===== src/verilog/flag_bank_params.svh =====
// Constants of the interrupt flag bank: offsets, masks and bit positions
// Contract
// Second bank high byte: uart2, pins, timers, compares
// Second bank low: captures, adc2, pin1, notify, i2c1
// Unimplemented bits ignore writes, read zero
// Flag reads one once its source requested
// Flags read/write, zero after reset
// Third bank high: timer6, dma4, compares 8-5, capture6
// Third bank low byte: captures, dma3, can1, spi2
// Fourth bank bits 13,12,11,8: dma5, codec port, can2
// Fourth bank low: can2 rx, pins, timers, i2c2
// First bank bits 2-0: compare1, capture1, pin0
// Enable bit gates each flag onto request
// Event pulse sets; software zero clears; event wins
// Handler clears its flag before returning
`ifndef FLAG_BANK_PARAMS_SVH
`define FLAG_BANK_PARAMS_SVH

// Register indices on the plain register port
`define REG_FLAGS_FIRST    4'h0
`define REG_FLAGS_SECOND   4'h1
`define REG_FLAGS_THIRD    4'h2
`define REG_FLAGS_FOURTH   4'h3
`define REG_ENABLE_FIRST   4'h4
`define REG_ENABLE_SECOND  4'h5
`define REG_ENABLE_THIRD   4'h6
`define REG_ENABLE_FOURTH  4'h7
`define REG_COUNT          8
`define FLAG_BANKS         4

// Implemented-bit masks, shared by flags and enables
`define MASK_FIRST         16'h0007
`define MASK_SECOND        16'hfffb
`define MASK_THIRD         16'hdfff
`define MASK_FOURTH        16'h39ff
`define WORD_RESET         16'h0000

// First bank
`define OCMP1_FLAG_BIT          2
`define ICAP1_FLAG_BIT          1
`define EXTPIN0_FLAG_BIT        0
// Second bank
`define UART2_TX_FLAG_BIT       15
`define UART2_RX_FLAG_BIT       14
`define EXTPIN2_FLAG_BIT        13
`define TIMER5_FLAG_BIT         12
`define TIMER4_FLAG_BIT         11
`define OCMP4_FLAG_BIT          10
`define OCMP3_FLAG_BIT          9
`define DMA_CH2_DONE_FLAG_BIT   8
`define ICAP8_FLAG_BIT          7
`define ICAP7_FLAG_BIT          6
`define ADC2_DONE_FLAG_BIT      5
`define EXTPIN1_FLAG_BIT        4
`define CHANGE_NOTIFY_FLAG_BIT  3
`define I2C1_MASTER_FLAG_BIT    1
`define I2C1_SLAVE_FLAG_BIT     0
// Third bank
`define TIMER6_FLAG_BIT         15
`define DMA_CH4_DONE_FLAG_BIT   14
`define OCMP8_FLAG_BIT          12
`define OCMP7_FLAG_BIT          11
`define OCMP6_FLAG_BIT          10
`define OCMP5_FLAG_BIT          9
`define ICAP6_FLAG_BIT          8
`define ICAP5_FLAG_BIT          7
`define ICAP4_FLAG_BIT          6
`define ICAP3_FLAG_BIT          5
`define DMA_CH3_DONE_FLAG_BIT   4
`define CAN1_EVENT_FLAG_BIT     3
`define CAN1_RX_READY_FLAG_BIT  2
`define SPI2_EVENT_FLAG_BIT     1
`define SPI2_ERROR_FLAG_BIT     0
// Fourth bank
`define DMA_CH5_DONE_FLAG_BIT   13
`define CODEC_PORT_EVENT_BIT    12
`define CODEC_PORT_ERROR_BIT    11
`define CAN2_EVENT_FLAG_BIT     8
`define CAN2_RX_READY_FLAG_BIT  7
`define EXTPIN4_FLAG_BIT        6
`define EXTPIN3_FLAG_BIT        5
`define TIMER9_FLAG_BIT         4
`define TIMER8_FLAG_BIT         3
`define I2C2_MASTER_FLAG_BIT    2
`define I2C2_SLAVE_FLAG_BIT     1
`define TIMER7_FLAG_BIT         0

`endif


===== src/verilog/flag_bank_pkg.sv =====
// Types and decode helpers of the interrupt flag bank
`default_nettype none
`include "flag_bank_params.svh"
package flag_bank_pkg;
  typedef logic [15:0] flag_word_t;  // One 16-bit register
  typedef logic [3:0]  reg_addr_t;   // Register index

  // Implemented bits of register idx (flag or enable alike)
  function automatic flag_word_t impl_mask(input reg_addr_t idx);
    case (idx)
      `REG_FLAGS_FIRST, `REG_ENABLE_FIRST:   impl_mask = `MASK_FIRST;
      `REG_FLAGS_SECOND, `REG_ENABLE_SECOND: impl_mask = `MASK_SECOND;
      `REG_FLAGS_THIRD, `REG_ENABLE_THIRD:   impl_mask = `MASK_THIRD;
      `REG_FLAGS_FOURTH, `REG_ENABLE_FOURTH: impl_mask = `MASK_FOURTH;
      default:                               impl_mask = `WORD_RESET;
    endcase
  endfunction
endpackage
`default_nettype wire


===== src/verilog/flag_cell.sv =====
// One flag or enable register with write, event set and masked bits
`timescale 1ns/1ps
`default_nettype none
`include "flag_bank_params.svh"
module flag_cell
  import flag_bank_pkg::*;
#(
  parameter flag_bank_pkg::flag_word_t IMPL_MASK = 16'hffff
) (
  input  wire logic                       mclk_i,   // Core clock
  input  wire logic                       nrst_i,   // Async reset, low
  input  wire logic                       wr_i,     // Software write
  input  wire flag_bank_pkg::flag_word_t  wdata_i,  // Software data
  input  wire flag_bank_pkg::flag_word_t  set_i,    // Event pulses
  output logic [15:0]                     value_o   // Register value
);
  import flag_bank_pkg::*;

  flag_word_t word_q;  // Stored bits
  flag_word_t word_d;  // Next value

  // Event OR'd after the write so a same-cycle clear loses
  always_comb begin
    if (wr_i) begin
      word_d = wdata_i | set_i;       // see
    end else begin
      word_d = word_q | set_i;        // see
    end
    word_d = word_d & IMPL_MASK;
  end

  // Cleared at power-on
  always_ff @(posedge mclk_i or negedge nrst_i) begin
    if (!nrst_i) begin
      word_q <= `WORD_RESET;
    end else begin
      word_q <= word_d;
    end
  end

  assign value_o = word_q;
endmodule
`default_nettype wire


===== src/verilog/reg_read_mux.sv =====
// Read selection over the flag and enable registers
`timescale 1ns/1ps
`default_nettype none
`include "flag_bank_params.svh"
module reg_read_mux
  import flag_bank_pkg::*;
(
  input  wire flag_bank_pkg::reg_addr_t  addr_i,            // Index
  input  wire logic [15:0]               words_i [`REG_COUNT], // All regs
  output logic [15:0]                    rdata_o            // Selected
);
  import flag_bank_pkg::*;

  // Unmapped indices answer zero; mask keeps reserved bits at zero
  always_comb begin
    if (addr_i < reg_addr_t'(`REG_COUNT)) begin
      rdata_o = words_i[addr_i[2:0]] & impl_mask(addr_i);
    end else begin
      rdata_o = `WORD_RESET;
    end
  end
endmodule
`default_nettype wire


===== src/verilog/interrupt_flag_status_bank.sv =====
// Top of the interrupt flag bank: event mapping, registers, request
//
// Implementation choices: the address map and the address-and-strobe port.
`timescale 1ns/1ps
`default_nettype none
`include "flag_bank_params.svh"
module interrupt_flag_status_bank
  import flag_bank_pkg::*;
(
  input  wire logic                      mclk_i,          // 250 MHz clock
  input  wire logic                      nrst_i,          // Async reset
  // Register port
  input  wire flag_bank_pkg::reg_addr_t  addr_i,          // Index
  input  wire flag_bank_pkg::flag_word_t wdata_i,         // Write data
  input  wire logic                      wr_i,            // Write strobe
  input  wire logic                      rd_i,            // Read strobe
  output flag_bank_pkg::flag_word_t      rdata_o,         // Read data
  // Event pulses, one cycle each, same clock
  input  wire logic                      ocmp1_evt_i,
  input  wire logic                      icap1_evt_i,
  input  wire logic                      extpin0_evt_i,
  input  wire logic                      uart2_tx_evt_i,
  input  wire logic                      uart2_rx_evt_i,
  input  wire logic                      extpin2_evt_i,
  input  wire logic                      timer5_evt_i,
  input  wire logic                      timer4_evt_i,
  input  wire logic                      ocmp4_evt_i,
  input  wire logic                      ocmp3_evt_i,
  input  wire logic                      dma_ch2_done_evt_i,
  input  wire logic                      icap8_evt_i,
  input  wire logic                      icap7_evt_i,
  input  wire logic                      adc2_done_evt_i,
  input  wire logic                      extpin1_evt_i,
  input  wire logic                      change_notify_evt_i,
  input  wire logic                      i2c1_master_evt_i,
  input  wire logic                      i2c1_slave_evt_i,
  input  wire logic                      timer6_evt_i,
  input  wire logic                      dma_ch4_done_evt_i,
  input  wire logic                      ocmp8_evt_i,
  input  wire logic                      ocmp7_evt_i,
  input  wire logic                      ocmp6_evt_i,
  input  wire logic                      ocmp5_evt_i,
  input  wire logic                      icap6_evt_i,
  input  wire logic                      icap5_evt_i,
  input  wire logic                      icap4_evt_i,
  input  wire logic                      icap3_evt_i,
  input  wire logic                      dma_ch3_done_evt_i,
  input  wire logic                      can1_event_evt_i,
  input  wire logic                      can1_rx_ready_evt_i,
  input  wire logic                      spi2_event_evt_i,
  input  wire logic                      spi2_error_evt_i,
  input  wire logic                      dma_ch5_done_evt_i,
  input  wire logic                      codec_port_event_evt_i,
  input  wire logic                      codec_port_error_evt_i,
  input  wire logic                      can2_event_evt_i,
  input  wire logic                      can2_rx_ready_evt_i,
  input  wire logic                      extpin4_evt_i,
  input  wire logic                      extpin3_evt_i,
  input  wire logic                      timer9_evt_i,
  input  wire logic                      timer8_evt_i,
  input  wire logic                      i2c2_master_evt_i,
  input  wire logic                      i2c2_slave_evt_i,
  input  wire logic                      timer7_evt_i,
  // Flag words toward the priority logic
  output flag_bank_pkg::flag_word_t      flags_first_o,
  output flag_bank_pkg::flag_word_t      flags_second_o,
  output flag_bank_pkg::flag_word_t      flags_third_o,
  output flag_bank_pkg::flag_word_t      flags_fourth_o,
  output logic                           irq_o            // Level request
);
  import flag_bank_pkg::*;

  flag_word_t evt_word [`FLAG_BANKS];  // Events placed at their bits
  logic [15:0] reg_word [`REG_COUNT];  // All register values
  flag_word_t rd_word;                 // Selected read value
  flag_word_t rdata_q;                 // Registered read data
  logic       irq_q;                   // Registered request
  logic       irq_d;                   // Next request

  // Place each source pulse at its documented bit
  always_comb begin
    for (int b = 0; b < `FLAG_BANKS; b++) begin
      evt_word[b] = `WORD_RESET;
    end
    // First bank
    evt_word[0][`OCMP1_FLAG_BIT]         = ocmp1_evt_i;
    evt_word[0][`ICAP1_FLAG_BIT]         = icap1_evt_i;
    evt_word[0][`EXTPIN0_FLAG_BIT]       = extpin0_evt_i;
    // Second bank, high byte
    evt_word[1][`UART2_TX_FLAG_BIT]      = uart2_tx_evt_i;
    evt_word[1][`UART2_RX_FLAG_BIT]      = uart2_rx_evt_i;
    evt_word[1][`EXTPIN2_FLAG_BIT]       = extpin2_evt_i;
    evt_word[1][`TIMER5_FLAG_BIT]        = timer5_evt_i;
    evt_word[1][`TIMER4_FLAG_BIT]        = timer4_evt_i;
    evt_word[1][`OCMP4_FLAG_BIT]         = ocmp4_evt_i;
    evt_word[1][`OCMP3_FLAG_BIT]         = ocmp3_evt_i;
    evt_word[1][`DMA_CH2_DONE_FLAG_BIT]  = dma_ch2_done_evt_i;
    // Second bank, low byte; bit 2 stays empty
    evt_word[1][`ICAP8_FLAG_BIT]         = icap8_evt_i;
    evt_word[1][`ICAP7_FLAG_BIT]         = icap7_evt_i;
    evt_word[1][`ADC2_DONE_FLAG_BIT]     = adc2_done_evt_i;
    evt_word[1][`EXTPIN1_FLAG_BIT]       = extpin1_evt_i;
    evt_word[1][`CHANGE_NOTIFY_FLAG_BIT] = change_notify_evt_i;
    evt_word[1][`I2C1_MASTER_FLAG_BIT]   = i2c1_master_evt_i;
    evt_word[1][`I2C1_SLAVE_FLAG_BIT]    = i2c1_slave_evt_i;
    // Third bank, high byte; bit 13 stays empty
    evt_word[2][`TIMER6_FLAG_BIT]        = timer6_evt_i;
    evt_word[2][`DMA_CH4_DONE_FLAG_BIT]  = dma_ch4_done_evt_i;
    evt_word[2][`OCMP8_FLAG_BIT]         = ocmp8_evt_i;
    evt_word[2][`OCMP7_FLAG_BIT]         = ocmp7_evt_i;
    evt_word[2][`OCMP6_FLAG_BIT]         = ocmp6_evt_i;
    evt_word[2][`OCMP5_FLAG_BIT]         = ocmp5_evt_i;
    evt_word[2][`ICAP6_FLAG_BIT]         = icap6_evt_i;
    // Third bank, low byte
    evt_word[2][`ICAP5_FLAG_BIT]         = icap5_evt_i;
    evt_word[2][`ICAP4_FLAG_BIT]         = icap4_evt_i;
    evt_word[2][`ICAP3_FLAG_BIT]         = icap3_evt_i;
    evt_word[2][`DMA_CH3_DONE_FLAG_BIT]  = dma_ch3_done_evt_i;
    evt_word[2][`CAN1_EVENT_FLAG_BIT]    = can1_event_evt_i;
    evt_word[2][`CAN1_RX_READY_FLAG_BIT] = can1_rx_ready_evt_i;
    evt_word[2][`SPI2_EVENT_FLAG_BIT]    = spi2_event_evt_i;
    evt_word[2][`SPI2_ERROR_FLAG_BIT]    = spi2_error_evt_i;
    // Fourth bank, high byte; 15-14 and 10-9 stay empty
    evt_word[3][`DMA_CH5_DONE_FLAG_BIT]  = dma_ch5_done_evt_i;
    evt_word[3][`CODEC_PORT_EVENT_BIT]   = codec_port_event_evt_i;
    evt_word[3][`CODEC_PORT_ERROR_BIT]   = codec_port_error_evt_i;
    evt_word[3][`CAN2_EVENT_FLAG_BIT]    = can2_event_evt_i;
    // Fourth bank, low byte
    evt_word[3][`CAN2_RX_READY_FLAG_BIT] = can2_rx_ready_evt_i;
    evt_word[3][`EXTPIN4_FLAG_BIT]       = extpin4_evt_i;
    evt_word[3][`EXTPIN3_FLAG_BIT]       = extpin3_evt_i;
    evt_word[3][`TIMER9_FLAG_BIT]        = timer9_evt_i;
    evt_word[3][`TIMER8_FLAG_BIT]        = timer8_evt_i;
    evt_word[3][`I2C2_MASTER_FLAG_BIT]   = i2c2_master_evt_i;
    evt_word[3][`I2C2_SLAVE_FLAG_BIT]    = i2c2_slave_evt_i;
    evt_word[3][`TIMER7_FLAG_BIT]        = timer7_evt_i;
  end

  // Flags at indices 0-3, enables at 4-7; enables take no events
  for (genvar r = 0; r < `REG_COUNT; r++) begin : g_reg
    flag_cell #(
      .IMPL_MASK (impl_mask(reg_addr_t'(r)))
    ) u_cell (
      .mclk_i  (mclk_i),
      .nrst_i  (nrst_i),
      .wr_i    (wr_i && (addr_i == reg_addr_t'(r))),
      .wdata_i (wdata_i),
      .set_i   ((r < `FLAG_BANKS) ? evt_word[r % `FLAG_BANKS]
                                  : flag_word_t'(`WORD_RESET)),
      .value_o (reg_word[r])
    );
  end

  // Read selection, reserved bits zero
  reg_read_mux u_rd_mux (
    .addr_i  (addr_i),
    .words_i (reg_word),
    .rdata_o (rd_word)
  );

  // Read data stands only in the cycle after the strobe
  always_ff @(posedge mclk_i or negedge nrst_i) begin
    if (!nrst_i) begin
      rdata_q <= `WORD_RESET;
    end else if (rd_i) begin
      rdata_q <= rd_word;
    end else begin
      rdata_q <= `WORD_RESET;
    end
  end

  // Request while any enabled flag is set; a still-set flag retriggers
  always_comb begin
    irq_d = 1'b0;
    for (int b = 0; b < `FLAG_BANKS; b++) begin
      irq_d = irq_d
            | (|(reg_word[b] & reg_word[b + `FLAG_BANKS]));
    end
  end

  // Registered so the output is glitch free; adds one cycle of latency
  always_ff @(posedge mclk_i or negedge nrst_i) begin
    if (!nrst_i) begin
      irq_q <= 1'b0;
    end else begin
      irq_q <= irq_d;
    end
  end

  assign rdata_o        = rdata_q;
  assign irq_o          = irq_q;
  assign flags_first_o  = reg_word[0];
  assign flags_second_o = reg_word[1];
  assign flags_third_o  = reg_word[2];
  assign flags_fourth_o = reg_word[3];
endmodule
`default_nettype wire


===== config.mk =====
export PLATFORM = sky130hd
export DESIGN_NAME = interrupt_flag_status_bank
export DESIGN_NICKNAME = d
export VERILOG_FILES = /design/src/verilog/flag_bank_pkg.sv /design/src/verilog/flag_cell.sv /design/src/verilog/reg_read_mux.sv /design/src/verilog/interrupt_flag_status_bank.sv
export VERILOG_INCLUDE_DIRS = /design/src /design/src/verilog
export SDC_FILE = /design/constraint.sdc
export NUM_CORES = 1
export LEC_CHECK = 0
export BUFFER_PORTS_ARGS = -buffer_cell sky130_fd_sc_hd__buf_2
export CORE_MARGIN = 2
export CORE_UTILIZATION = 50
export CTS_BUF_LIST = sky130_fd_sc_hd__clkbuf_2 sky130_fd_sc_hd__clkbuf_4 sky130_fd_sc_hd__clkbuf_8
export DETAILED_ROUTE_END_ITERATION = 12
export PLACE_DENSITY = 0.76
export REMOVE_ABC_BUFFERS = 1
export SYNTH_ARGS = -nofsm -noshare
export SYNTH_HDL_FRONTEND = slang
export SYNTH_HIERARCHICAL = 1
export SYNTH_SLANG_ARGS = --single-unit

===== constraint.sdc =====
create_clock -name mclk_i -period 2.1 [get_ports mclk_i]
set_input_delay 0.315 -clock mclk_i [delete_from_list [all_inputs] [get_ports mclk_i]]
set_output_delay 0.315 -clock mclk_i [all_outputs]
set_load 0.02 [all_outputs]

==> flow_summary.ini, run 1 <==
[status]
status = completed

[critical_path]
worstPathArrival_ns = 2.21
reg2reg_to = irq_o
critPathKind = register to register
r2r-start = g_reg[2].u_cell/value_o[1]
worstSetupEndpointType = register
r2r_slack_ns = 0.15
critPathMaxFanout = 4
critPathLaunchType = register
r2r_cells = 4
cp_data_required_time_ns = 2.36

[drt]
vias_per_cell = 5.58
wire_per_inst_um = 20.4
first_iter_violations = 343
first_pass_iters = 4
vias = 5001
wirelength_mm = 18.3
drc = 0
ant_nets = 0

[die]
dieWidth_um = 116
ioPinCount = 150
start_util_pct = 51.8
die_y_um = 116
dieArea_mm2 = 0.0135
rows = 40
design.core.area_mm2 = 0.0121

[global_route]
first_global_vias = 5094
grt_pass1_wl_mm = 27.8
overflow = 0
grt_use_total_pct = 28.0
antenna_found_initial = 0
grt_max_degree = 66

[clocking]
ctsResizeCount = 0
clockBufferDepth = 2
htreeDepth = 3
cts_tree = built
clock_sinks = 107
clock_latency_ns = 0.39
cts-buffers-inserted = 9
clk_pin_slew_ns = 0.10
cts_root_buf = clkbuf_8

[worst_hold_path]
hp-class = input pin to register
min_to = g_reg[2].u_cell/value_o[12]
hp-start = ocmp8_evt_i
whs_path_depth = 2

[synthesis]
synth_area_mm2 = 0.00628
ys_warn_count = 6
yosysSeqAreaShare_pct = 42.6
ys_ff_latch = 107
ys_types = 40
netlist_instances = 545
synth.avg_cell_area_um2 = 11.5

[sta]
min_period_ns = 1.95
rsz0062_at_grt = false
slew_viol_final = 0
worstMarginPinSlew_ns = 0.743
setup_viol = 0
final-hold-violation-count = 0
fin_crit_sh_pct = 92.9
timing.slew.headroom_pct = 50.5
max_freq_ghz = 0.513
skew_ns = 0.00933

[power]
ir_drop_mv = 0.356
p_per_area_mw_per_mm2 = 559
p_leak_nw = 2.81

[finish]
layout_commonest_cell = buf_2
finalInstanceArea_mm2 = 0.00734
fin_nets = 795
drive_gt1_share_pct = 32.0
post-route-util_pct = 60.6
final_cell_mix = 129 x buf_2, 107 x dfrtp_1, 90 x a211o_1, 86 x nor2b_1, 83 x conb_1
stdcell_count = 897
syn_to_final_growth_pct = 17.0
fill_cells = 1051
num_antenna_cells = 0

[job]
max_cap_viol_count = 0

[placed_design]
io_buffers = 130
place.gp.congestion = 0.928
dp_hpwl_mm = 13.5
place_area_mm2 = 0.00714
dp_cells = 880
==> synthesized netlist by cell type (all sizes together) <==
library cell  number  area [um2]
mux2              25         282
nand3b             1        7.51
mux2i             26         260
a21oi              2        10.0
buf               67         586
nand2              6        22.5
or3b               1        8.76
nor4bb             2        20.0
dfrtp            107        2680
nor3              10        90.1
mux4               5         113
a22o              24         210
a2111oi            1        15.0
o22ai             12        75.1
ha                 2        25.0
a211oi             2        15.0
inv                2        7.51
or4                1        7.51
and4bb             2        25.0
nand4              4        25.0
conb               9        33.8
nor2b             86         538
or2                1        6.26
and2b              6        45.0
clkbuf             2        7.51
a211o             90         788
nand2b             3        18.8
a221oi            16         190
a22oi              4        30.0
and2              16         100
nor2               9        33.8
o21ai              1        5.00
==> per-layer routing <==
layer | share of wire (%) | vias up | global-route usage [%] | wire (um)
met5 | 0 | - | 0 | 0
met4 | 2.8 | 0 | 12.3 | 519
met3 | 6.9 | 38 | 5.28 | 1250
met2 | 49 | 213 | 46.8 | 8990
met1 | 41 | 2478 | 35.5 | 7520
li1 | - | 2272 | - | -
==> cells by family (layout without fill, tap and decap cells) <==
family	after synthesis	count (layout)	share of synthesized area (%)
adders and majority gates	2	2	0.399
AOI/OAI and AO/OA	152	152	21.3
other	9	83	0.538
and+or+nand+nor	148	148	15.1
buffers and inverters	71	181	9.57
DFF	107	107	42.6
muxes	56	56	10.4
==> worst max-delay path by stage <==
stage | from | end | slack (ns)
final | g_reg[2].u_cell/value_o[1] | irq_o | 0.15
after floorplan | addr_i[3] | g_reg[1].u_cell/value_o[0] | -0.18
after global routing | g_reg[2].u_cell/value_o[1] | irq_o | 0.13
after detailed placement | addr_i[3] | g_reg[3].u_cell/value_o[1] | 0.11
after CTS | g_reg[2].u_cell/value_o[1] | irq_o | 0.22
after global placement | addr_i[3] | g_reg[3].u_cell/value_o[1] | 0.13
==> power breakdown <==
group          internal (mW)  switching (mW)
combinational          0.252           0.396
sequential              2.11          0.0462
clock                  0.574           0.723
total                   2.94            1.17
==> what timing repair did <==
item                                   in CTS  in global routing
endpoints found under the hold margin      65                  0
hold buffers                                1                  0
buffers inserted                            0                  0
==> state kept, by name, summed over array words and instances (netlist names) <==
register / flops
irq_o: 1
g.u_cell/value_o: 90
rdata_o: 16
==> per-stage QoR <==
stage          hold slack, ns  worst slack (ns)  setup TNS [ns]  total power [mW]
6_report               0.0980             0.150               0              4.10
3_3_place_gp            0.347             0.129               0              2.81
2_1_floorplan          0.0194            -0.182           -5.76              2.50
4_1_cts                0.0805             0.221               0              4.12
3_5_place_dp            0.354             0.110               0              2.82
5_1_grt                0.0938             0.128               0              4.27
==> critical path: stages (launching register included) <==
cell and delay, ns:
dfrtp_1 0.43, a22o_1 0.25, a221oi_2 0.32, nand4_1 0.23, or4_1 0.59
==> cell type report <==
cell class              instances  area [um2]  area share (%)
clock buffers                  10         138            1.87
multi-input cells             441        3290            44.8
repair buffers                163         966            13.2
clock inverters                 6        55.1           0.750
flip-flops and latches        107        2680            36.5
inverters                       2        7.51           0.102
well taps                     168         210            2.86
(Power assumes the default switching activity.)
==> run 2: changes to the inputs <==
--- a/config.mk
+++ b/config.mk
@@ -7,6 +7,7 @@
 export NUM_CORES = 1
 export LEC_CHECK = 0
 export BUFFER_PORTS_ARGS = -buffer_cell sky130_fd_sc_hd__buf_2
+export CORE_ASPECT_RATIO = 1.5
 export CORE_MARGIN = 2
 export CORE_UTILIZATION = 50
 export CTS_BUF_LIST = sky130_fd_sc_hd__clkbuf_2 sky130_fd_sc_hd__clkbuf_4 sky130_fd_sc_hd__clkbuf_8
==> run 2 against run 1 <==
Count of clock-buffer cells in the layout rose by 1. First-iteration DRC count is 3.2% higher. Combinational power about the same. Fmax rose by 6.8%. Via count is 0.12% lower. Clock power is 3% higher. Core utilization decreased by 1.4 points. Critical endpoint unchanged. Largest cell class unchanged. Largest power group unchanged. Highest routed layer unchanged.
==> flow_summary.ini, run 2 (synthesis results as in run 1) <==
[die]
die_y_um = 141
start_util_pct = 50.7
design.core.area_mm2 = 0.0124
dieArea_mm2 = 0.0135
dieWidth_um = 95.5
ioPinCount = 150
rows = 50

[drt]
first_pass_iters = 4
vias = 4995
drc = 0
wire_per_inst_um = 20.3
wirelength_mm = 17.9
vias_per_cell = 5.67
first_iter_violations = 354
ant_nets = 0

[critical_path]
crit_chain = a22o_1, a221oi_1, nand4_1, or4_1
critPathKind = register to register
worstSetupEndpointType = register
cp_slowest_cell = or4_1
critPathLaunchType = register
critPathCapture = irq_o
startpoint = g_reg[1].u_cell/value_o[5]
r2r_slack_ns = 0.27
crit_path_max_incr_delay_ns = 0.44
r2r-start = g_reg[1].u_cell/value_o[5]
cp_data_required_time_ns = 2.36
r2r_cells = 4
critPathMaxFanout = 4
reg2reg_to = irq_o
worstPathArrival_ns = 2.08

[sta]
timing.slew.headroom_pct = 65.9
slew_viol_final = 0
worstMarginPinSlew_ns = 0.511
max_freq_ghz = 0.548
fin_crit_sh_pct = 86.9
min_period_ns = 1.83
rsz0062_at_grt = false
setup_ws_ns = 0.275
whs_ns = 0.107
setup_viol = 0
skew_ns = 0.00793
final-hold-violation-count = 0

[placed_design]
place.gp.congestion = 0.897
place_area_mm2 = 0.00711
io_buffers = 130
dp_hpwl_mm = 13.4
place_ws_ns = 0.198

[power]
p_per_area_mw_per_mm2 = 566
ir_drop_mv = 0.281
p_leak_nw = 2.79

[finish]
fin_nets = 791
largest_reg_flops = 90
drive_gt1_share_pct = 31.6
finalInstanceArea_mm2 = 0.00733
fill_cells = 1071
syn_to_final_growth_pct = 16.8
final_cell_mix = 129 x buf_2, 107 x dfrtp_1, 90 x a211o_1, 86 x nor2b_1, 83 x conb_1
seq_area_mm2 = 0.00268
layout_commonest_cell = buf_2
multi_input_area_mm2 = 0.00329
num_antenna_cells = 0

[global_route]
grt_use_total_pct = 27.5
grt_pass1_wl_mm = 27.9
antenna_found_initial = 0
overflow = 0
grt-busiest-layer = met2
met2_usage_pct = 47.4
first_global_vias = 5245
gr-usage-met3_pct = 5.18
grt_use_met1_pct = 33.5
grt_max_degree = 44

[clocking]
cts_tree = built
post-cts-setup-buffers = 0
clockBufferDepth = 2
cts_root_buf = clkbuf_8
clock_latency_ns = 0.38
ctsResizeCount = 0
clk_pin_slew_ns = 0.10
htreeDepth = 3
clock_sinks = 107
cts-buffers-inserted = 9

[job]
max_cap_viol_count = 0

[status]
status = completed

[worst_hold_path]
hp-class = input pin to register
-- run 2: cell types whose count changed in the layout (fill, tap and decap cells not counted) --
cell / previous run / this run
clkbuf_8: 10 / 11
buf_4: 28 / 23
clkinv_4: 0 / 1
clkinvlp_4: 0 / 3
clkinv_2: 5 / 0
buf_12: 5 / 6
-- run 2: layer usage --
metal	vias up	share of wire [%]
met4	0	3.5
met2	215	52
met5	-	0
met1	2473	38
li1	2268	-
met3	39	6.2
-- run 2: critical path, delay by kind of cell (launching register included) --
family	cells	cell delay, ns
AOI/OAI and AO/OA	2	0.71
DFF	1	0.42
and+or+nand+nor	2	0.57
-- run 2: what timing repair did --
action,4_1_cts,5_1_grt
hold buffers,1,0
endpoints found under the setup margin,0,0
hold endpoints to repair,26,0
-- run 2: worst min-delay path by stage --
stage	start	to	slack, ns	depth (start not counted)
3_5_place_dp	nrst_i	g_reg[2].u_cell/value_o[7]	0.27	1
2_1_floorplan	nrst_i	g_reg[0].u_cell/value_o[0]	0.02	0
6_report	spi2_event_evt_i	g_reg[2].u_cell/value_o[1]	0.11	2
3_3_place_gp	nrst_i	g_reg[1].u_cell/value_o[7]	0.26	1
4_1_cts	spi2_event_evt_i	g_reg[2].u_cell/value_o[1]	0.1	2
5_1_grt	i2c1_master_evt_i	g_reg[1].u_cell/value_o[1]	0.09	2
-- run 2: layout make-up --
| type | instances | share of cell area (%) |
|---|---|---|
| clock inverter | 5 | 0.836 |
| sequential | 107 | 36.5 |
| clock buffer | 11 | 2.06 |
| multi-input combinational | 441 | 44.9 |
| inverter | 2 | 0.102 |
| timing repair buffer | 159 | 12.9 |
| tap | 156 | 2.66 |
-- run 2: through the flow --
| step | setup TNS [ns] | total power, mW | utilization [%] | cells |
|---|---|---|---|---|
| after detailed placement | 0 | 2.82 | 57.4 | 864 |
| after global placement | 0 | 2.80 | 57.4 | 864 |
| after floorplan | -5.76 | 2.50 | - | 550 |
| final | 0 | 4.15 | 59.2 | 881 |
| after global routing | 0 | 4.32 | 59.2 | 881 |
| after CTS | 0 | 4.15 | 59.2 | 881 |
-- run 2: power by group --
group / internal [mW] / switching (mW) / total (mW)
combinational: 0.252 / 0.394 / 0.646
sequential: 2.11 / 0.0452 / 2.16
clock: 0.618 / 0.726 / 1.34
==> run 3: changes to the inputs <==
--- a/config.mk
+++ b/config.mk
@@ -6,13 +6,14 @@
 export SDC_FILE = /design/constraint.sdc
 export NUM_CORES = 1
 export LEC_CHECK = 0
+export ABC_AREA = 1
 export BUFFER_PORTS_ARGS = -buffer_cell sky130_fd_sc_hd__buf_2
 export CORE_ASPECT_RATIO = 1.5
 export CORE_MARGIN = 2
 export CORE_UTILIZATION = 50
 export CTS_BUF_LIST = sky130_fd_sc_hd__clkbuf_2 sky130_fd_sc_hd__clkbuf_4 sky130_fd_sc_hd__clkbuf_8
 export DETAILED_ROUTE_END_ITERATION = 12
-export PLACE_DENSITY = 0.76
+export PLACE_DENSITY = 0.75
 export REMOVE_ABC_BUFFERS = 1
 export SYNTH_ARGS = -nofsm -noshare
 export SYNTH_HDL_FRONTEND = slang
==> constraint.sdc (replaced) <==
create_clock -name mclk_i -period 2.1 [get_ports mclk_i]
set_input_delay 0.315 -clock mclk_i [delete_from_list [all_inputs] [get_ports mclk_i]]
set_output_delay 0.315 -clock mclk_i [all_outputs]
set_load 0.005 [all_outputs]
==> run 3 against run 2 <==
Clock skew grew 0.0060 ns. Synthesized cell count grew 110%. Global-route usage down 0.71 points. Final area grew 14%. Wire length grew 18%. Count of clock-buffer cells in the layout increased by 1. Sequential power about the same. Area after synthesis up 18%. Critical path depth is 3 lower. Highest routed layer unchanged.
==> flow_summary.ini, run 3 <==
[status]
status = completed

[sta]
tns_ns = 0
whs_ns = 0.110
final-hold-violation-count = 0
rsz0062_at_grt = false
setup_ws_ns = 0.763
skew_ns = 0.0139
setup_viol = 0
max_freq_ghz = 0.748
slew_viol_final = 0
worstMarginPinSlew_ns = 0.507
fin_crit_sh_pct = 63.7
timing.slew.headroom_pct = 66.2
min_period_ns = 1.34

[die]
die_y_um = 153
rows = 54
design.core.area_mm2 = 0.0145
dieArea_mm2 = 0.0159
dieWidth_um = 104
start_util_pct = 51.2
ioPinCount = 150

[clocking]
post-cts-setup-buffers = 0
htreeDepth = 3
ctsResizeCount = 0
clockBufferDepth = 2
clk_pin_slew_ns = 0.11
clock_sinks = 107
cts_root_buf = clkbuf_8
cts_tree = built
cts-buffers-inserted = 9
clock_latency_ns = 0.39

[power]
p_seq_share_pct = 51.1
p_leak_nw = 5.05
cell_internal_pwr_mw = 2.99
switchingPower_mw = 1.23
power.share.clock_pct = 32.7
power.total_mw = 4.22
switching_share_pct = 29.2
p_comb_share_pct = 16.2
ir_drop_mv = 0.356
p_per_area_mw_per_mm2 = 504

[critical_path]
cp_slowest_cell = dfrtp_1
r2r_slack_ns = 0.86
cp_top_family = flip-flops
worstSetupEndpointType = output pin
reg2reg_to = irq_o
worstPathArrival_ns = 1.02
crit_path_max_incr_delay_ns = 0.48
critPathCapture = flags_first_o[2]
r2r-start = g_reg[2].u_cell/value_o[1]
critPathMaxFanout = 4
crit_cells = 1
startpoint = g_reg[0].u_cell/value_o[2]
critPathLaunchType = register
cp_data_required_time_ns = 1.78
r2r_cells = 6
crit_buf_inv = 1
crit_chain = buf_2
critPathKind = register to output pin

[finish]
drive_gt1_share_pct = 20.3
layout_commonest_cell = nand2_1
syn_to_final_growth_pct = 12.6
fin_nets = 1353
largest_reg_flops = 90
final_cell_mix = 403 x nand2_1, 239 x inv_1, 129 x buf_2, 126 x nand3_1, 107 x dfrtp_1

[drt]
wl_met2_mm = 11.0
first_pass_iters = 5
ant_nets = 0
vias_per_cell = 4.70
drc = 0
met3_length_mm = 1.35
first_iter_violations = 330
wire_per_inst_um = 14.2
wl_met1_mm = 8.06
vias = 6971
dr.max_layer_used = met4
wirelength_mm = 21.1

[global_route]
grt_max_degree = 41
overflow = 0
grt_pass1_wl_mm = 33.5
antenna_found_initial = 1
grt_use_total_pct = 26.8
first_global_vias = 6641

[placed_design]
dp_hpwl_mm = 15.2
io_buffers = 130
place.gp.congestion = 0.878
place_ws_ns = 0.413

[synthesis]
synth_area_mm2 = 0.00744
synth.avg_cell_area_um2 = 6.64
synth-edff-count = 0
synth_top_cells_by_area = dfrtp_1 36%, nand2_1 20%, inv_1 12%
netlist_instances = 1120
synth.largest_area_cell = dfrtp_1
ys_top_cells_by_count = 403 x nand2_1, 239 x inv_1, 126 x nand3_1
ys_ff_latch = 107
ys_types = 21
yosysSeqAreaShare_pct = 36.0
ys_warn_count = 6
ys_async_sr_fraction_pct = 100
synth.most_common_cell = nand2_1
netlist.area_leader.share_pct = 36.0
ys.flop_type = dfrtp_1

[worst_hold_path]
hp-class = input pin to register
whs_path_depth = 3

[job]
max_cap_viol_count = 0
## run 3: changes by cell type after synthesis, moves of 26 or more
cell,change
a211o_1,-90
inv_1,+237
mux2i_1,-26
nand2_1,+397
nand2_2,+40
nand3_1,+126
nand3_2,+40
nor2_1,+43
nor2b_1,-86
## run 3: area by class of cell
| class | count | area, um2 |
|---|---|---|
| Multi-Input combinational cell | 759 | 3410 |
| Antenna cell | 1 | 2.50 |
| Clock buffer | 12 | 165 |
| Tap cell | 196 | 245 |
| Fill cell | 1482 | 6150 |
| Sequential cell | 107 | 2680 |
| Timing Repair Buffer | 156 | 876 |
| Clock inverter | 4 | 47.5 |
| Inverter | 249 | 960 |
## run 3: through the flow
step | std cells | utilization (%) | area (um2)
after global routing | 1484 | 57.7 | 8380
final | 1484 | 57.7 | 8380
after global placement | 1466 | 56.1 | 8150
after detailed placement | 1466 | 56.1 | 8150
after CTS | 1483 | 57.7 | 8380
after floorplan | 1115 | - | 7040
## run 3: worst register-to-register path: stages (launching register included)
cell and delay [ns]:
dfrtp_1 0.43, nand2_1 0.10, nand4_1 0.12, nor2_1 0.13, nand2_1 0.10, nor2_1 0.16, nand2_1 0.08
## run 3: worst min-delay path by stage
stage          slack [ns]                           to          from
5_1_grt              0.11  g_reg[1].u_cell/value_o[11]  timer4_evt_i
3_5_place_dp         0.31   g_reg[2].u_cell/value_o[4]        nrst_i
3_3_place_gp         0.31   g_reg[3].u_cell/value_o[4]        nrst_i
2_1_floorplan        0.02   g_reg[0].u_cell/value_o[0]        nrst_i
4_1_cts              0.10  g_reg[1].u_cell/value_o[11]  timer4_evt_i
6_report             0.11  g_reg[1].u_cell/value_o[11]  timer4_evt_i
## run 3: cells by family after synthesis
kind of cell / share of synthesized area [%]
AO/OA/AOI/OAI: 0.135
adder cells (fa/ha/maj): 0.336
other: 0.454
flip-flops: 36.0
AND/OR/NAND/NOR: 41.1
buffers and inverters: 22.0
## run 3: power by group through the flow
stage	clock [mW]	sequential (mW)	combinational, mW
final	1.38	2.16	0.682
after global routing	1.48	2.16	0.774
after CTS	1.40	2.16	0.665
after detailed placement	0	2.20	0.660
after global placement	0	2.20	0.653
after floorplan	0	2.19	0.337
## run 3: per-layer routing
metal  vias to the layer above  GRT usage, %
met1                      3188          31.3
met4                         0          11.5
met2                       254          48.8
li1                       3487             -
met5                         -             0
met3                        42          3.97
## run 3: what timing repair did
| item | 4_1_cts | 5_1_grt |
|---|---|---|
| hold buffers | 1 | 0 |
| endpoints found under the setup margin | 0 | 0 |
| endpoints found under the hold margin | 32 | 0 |
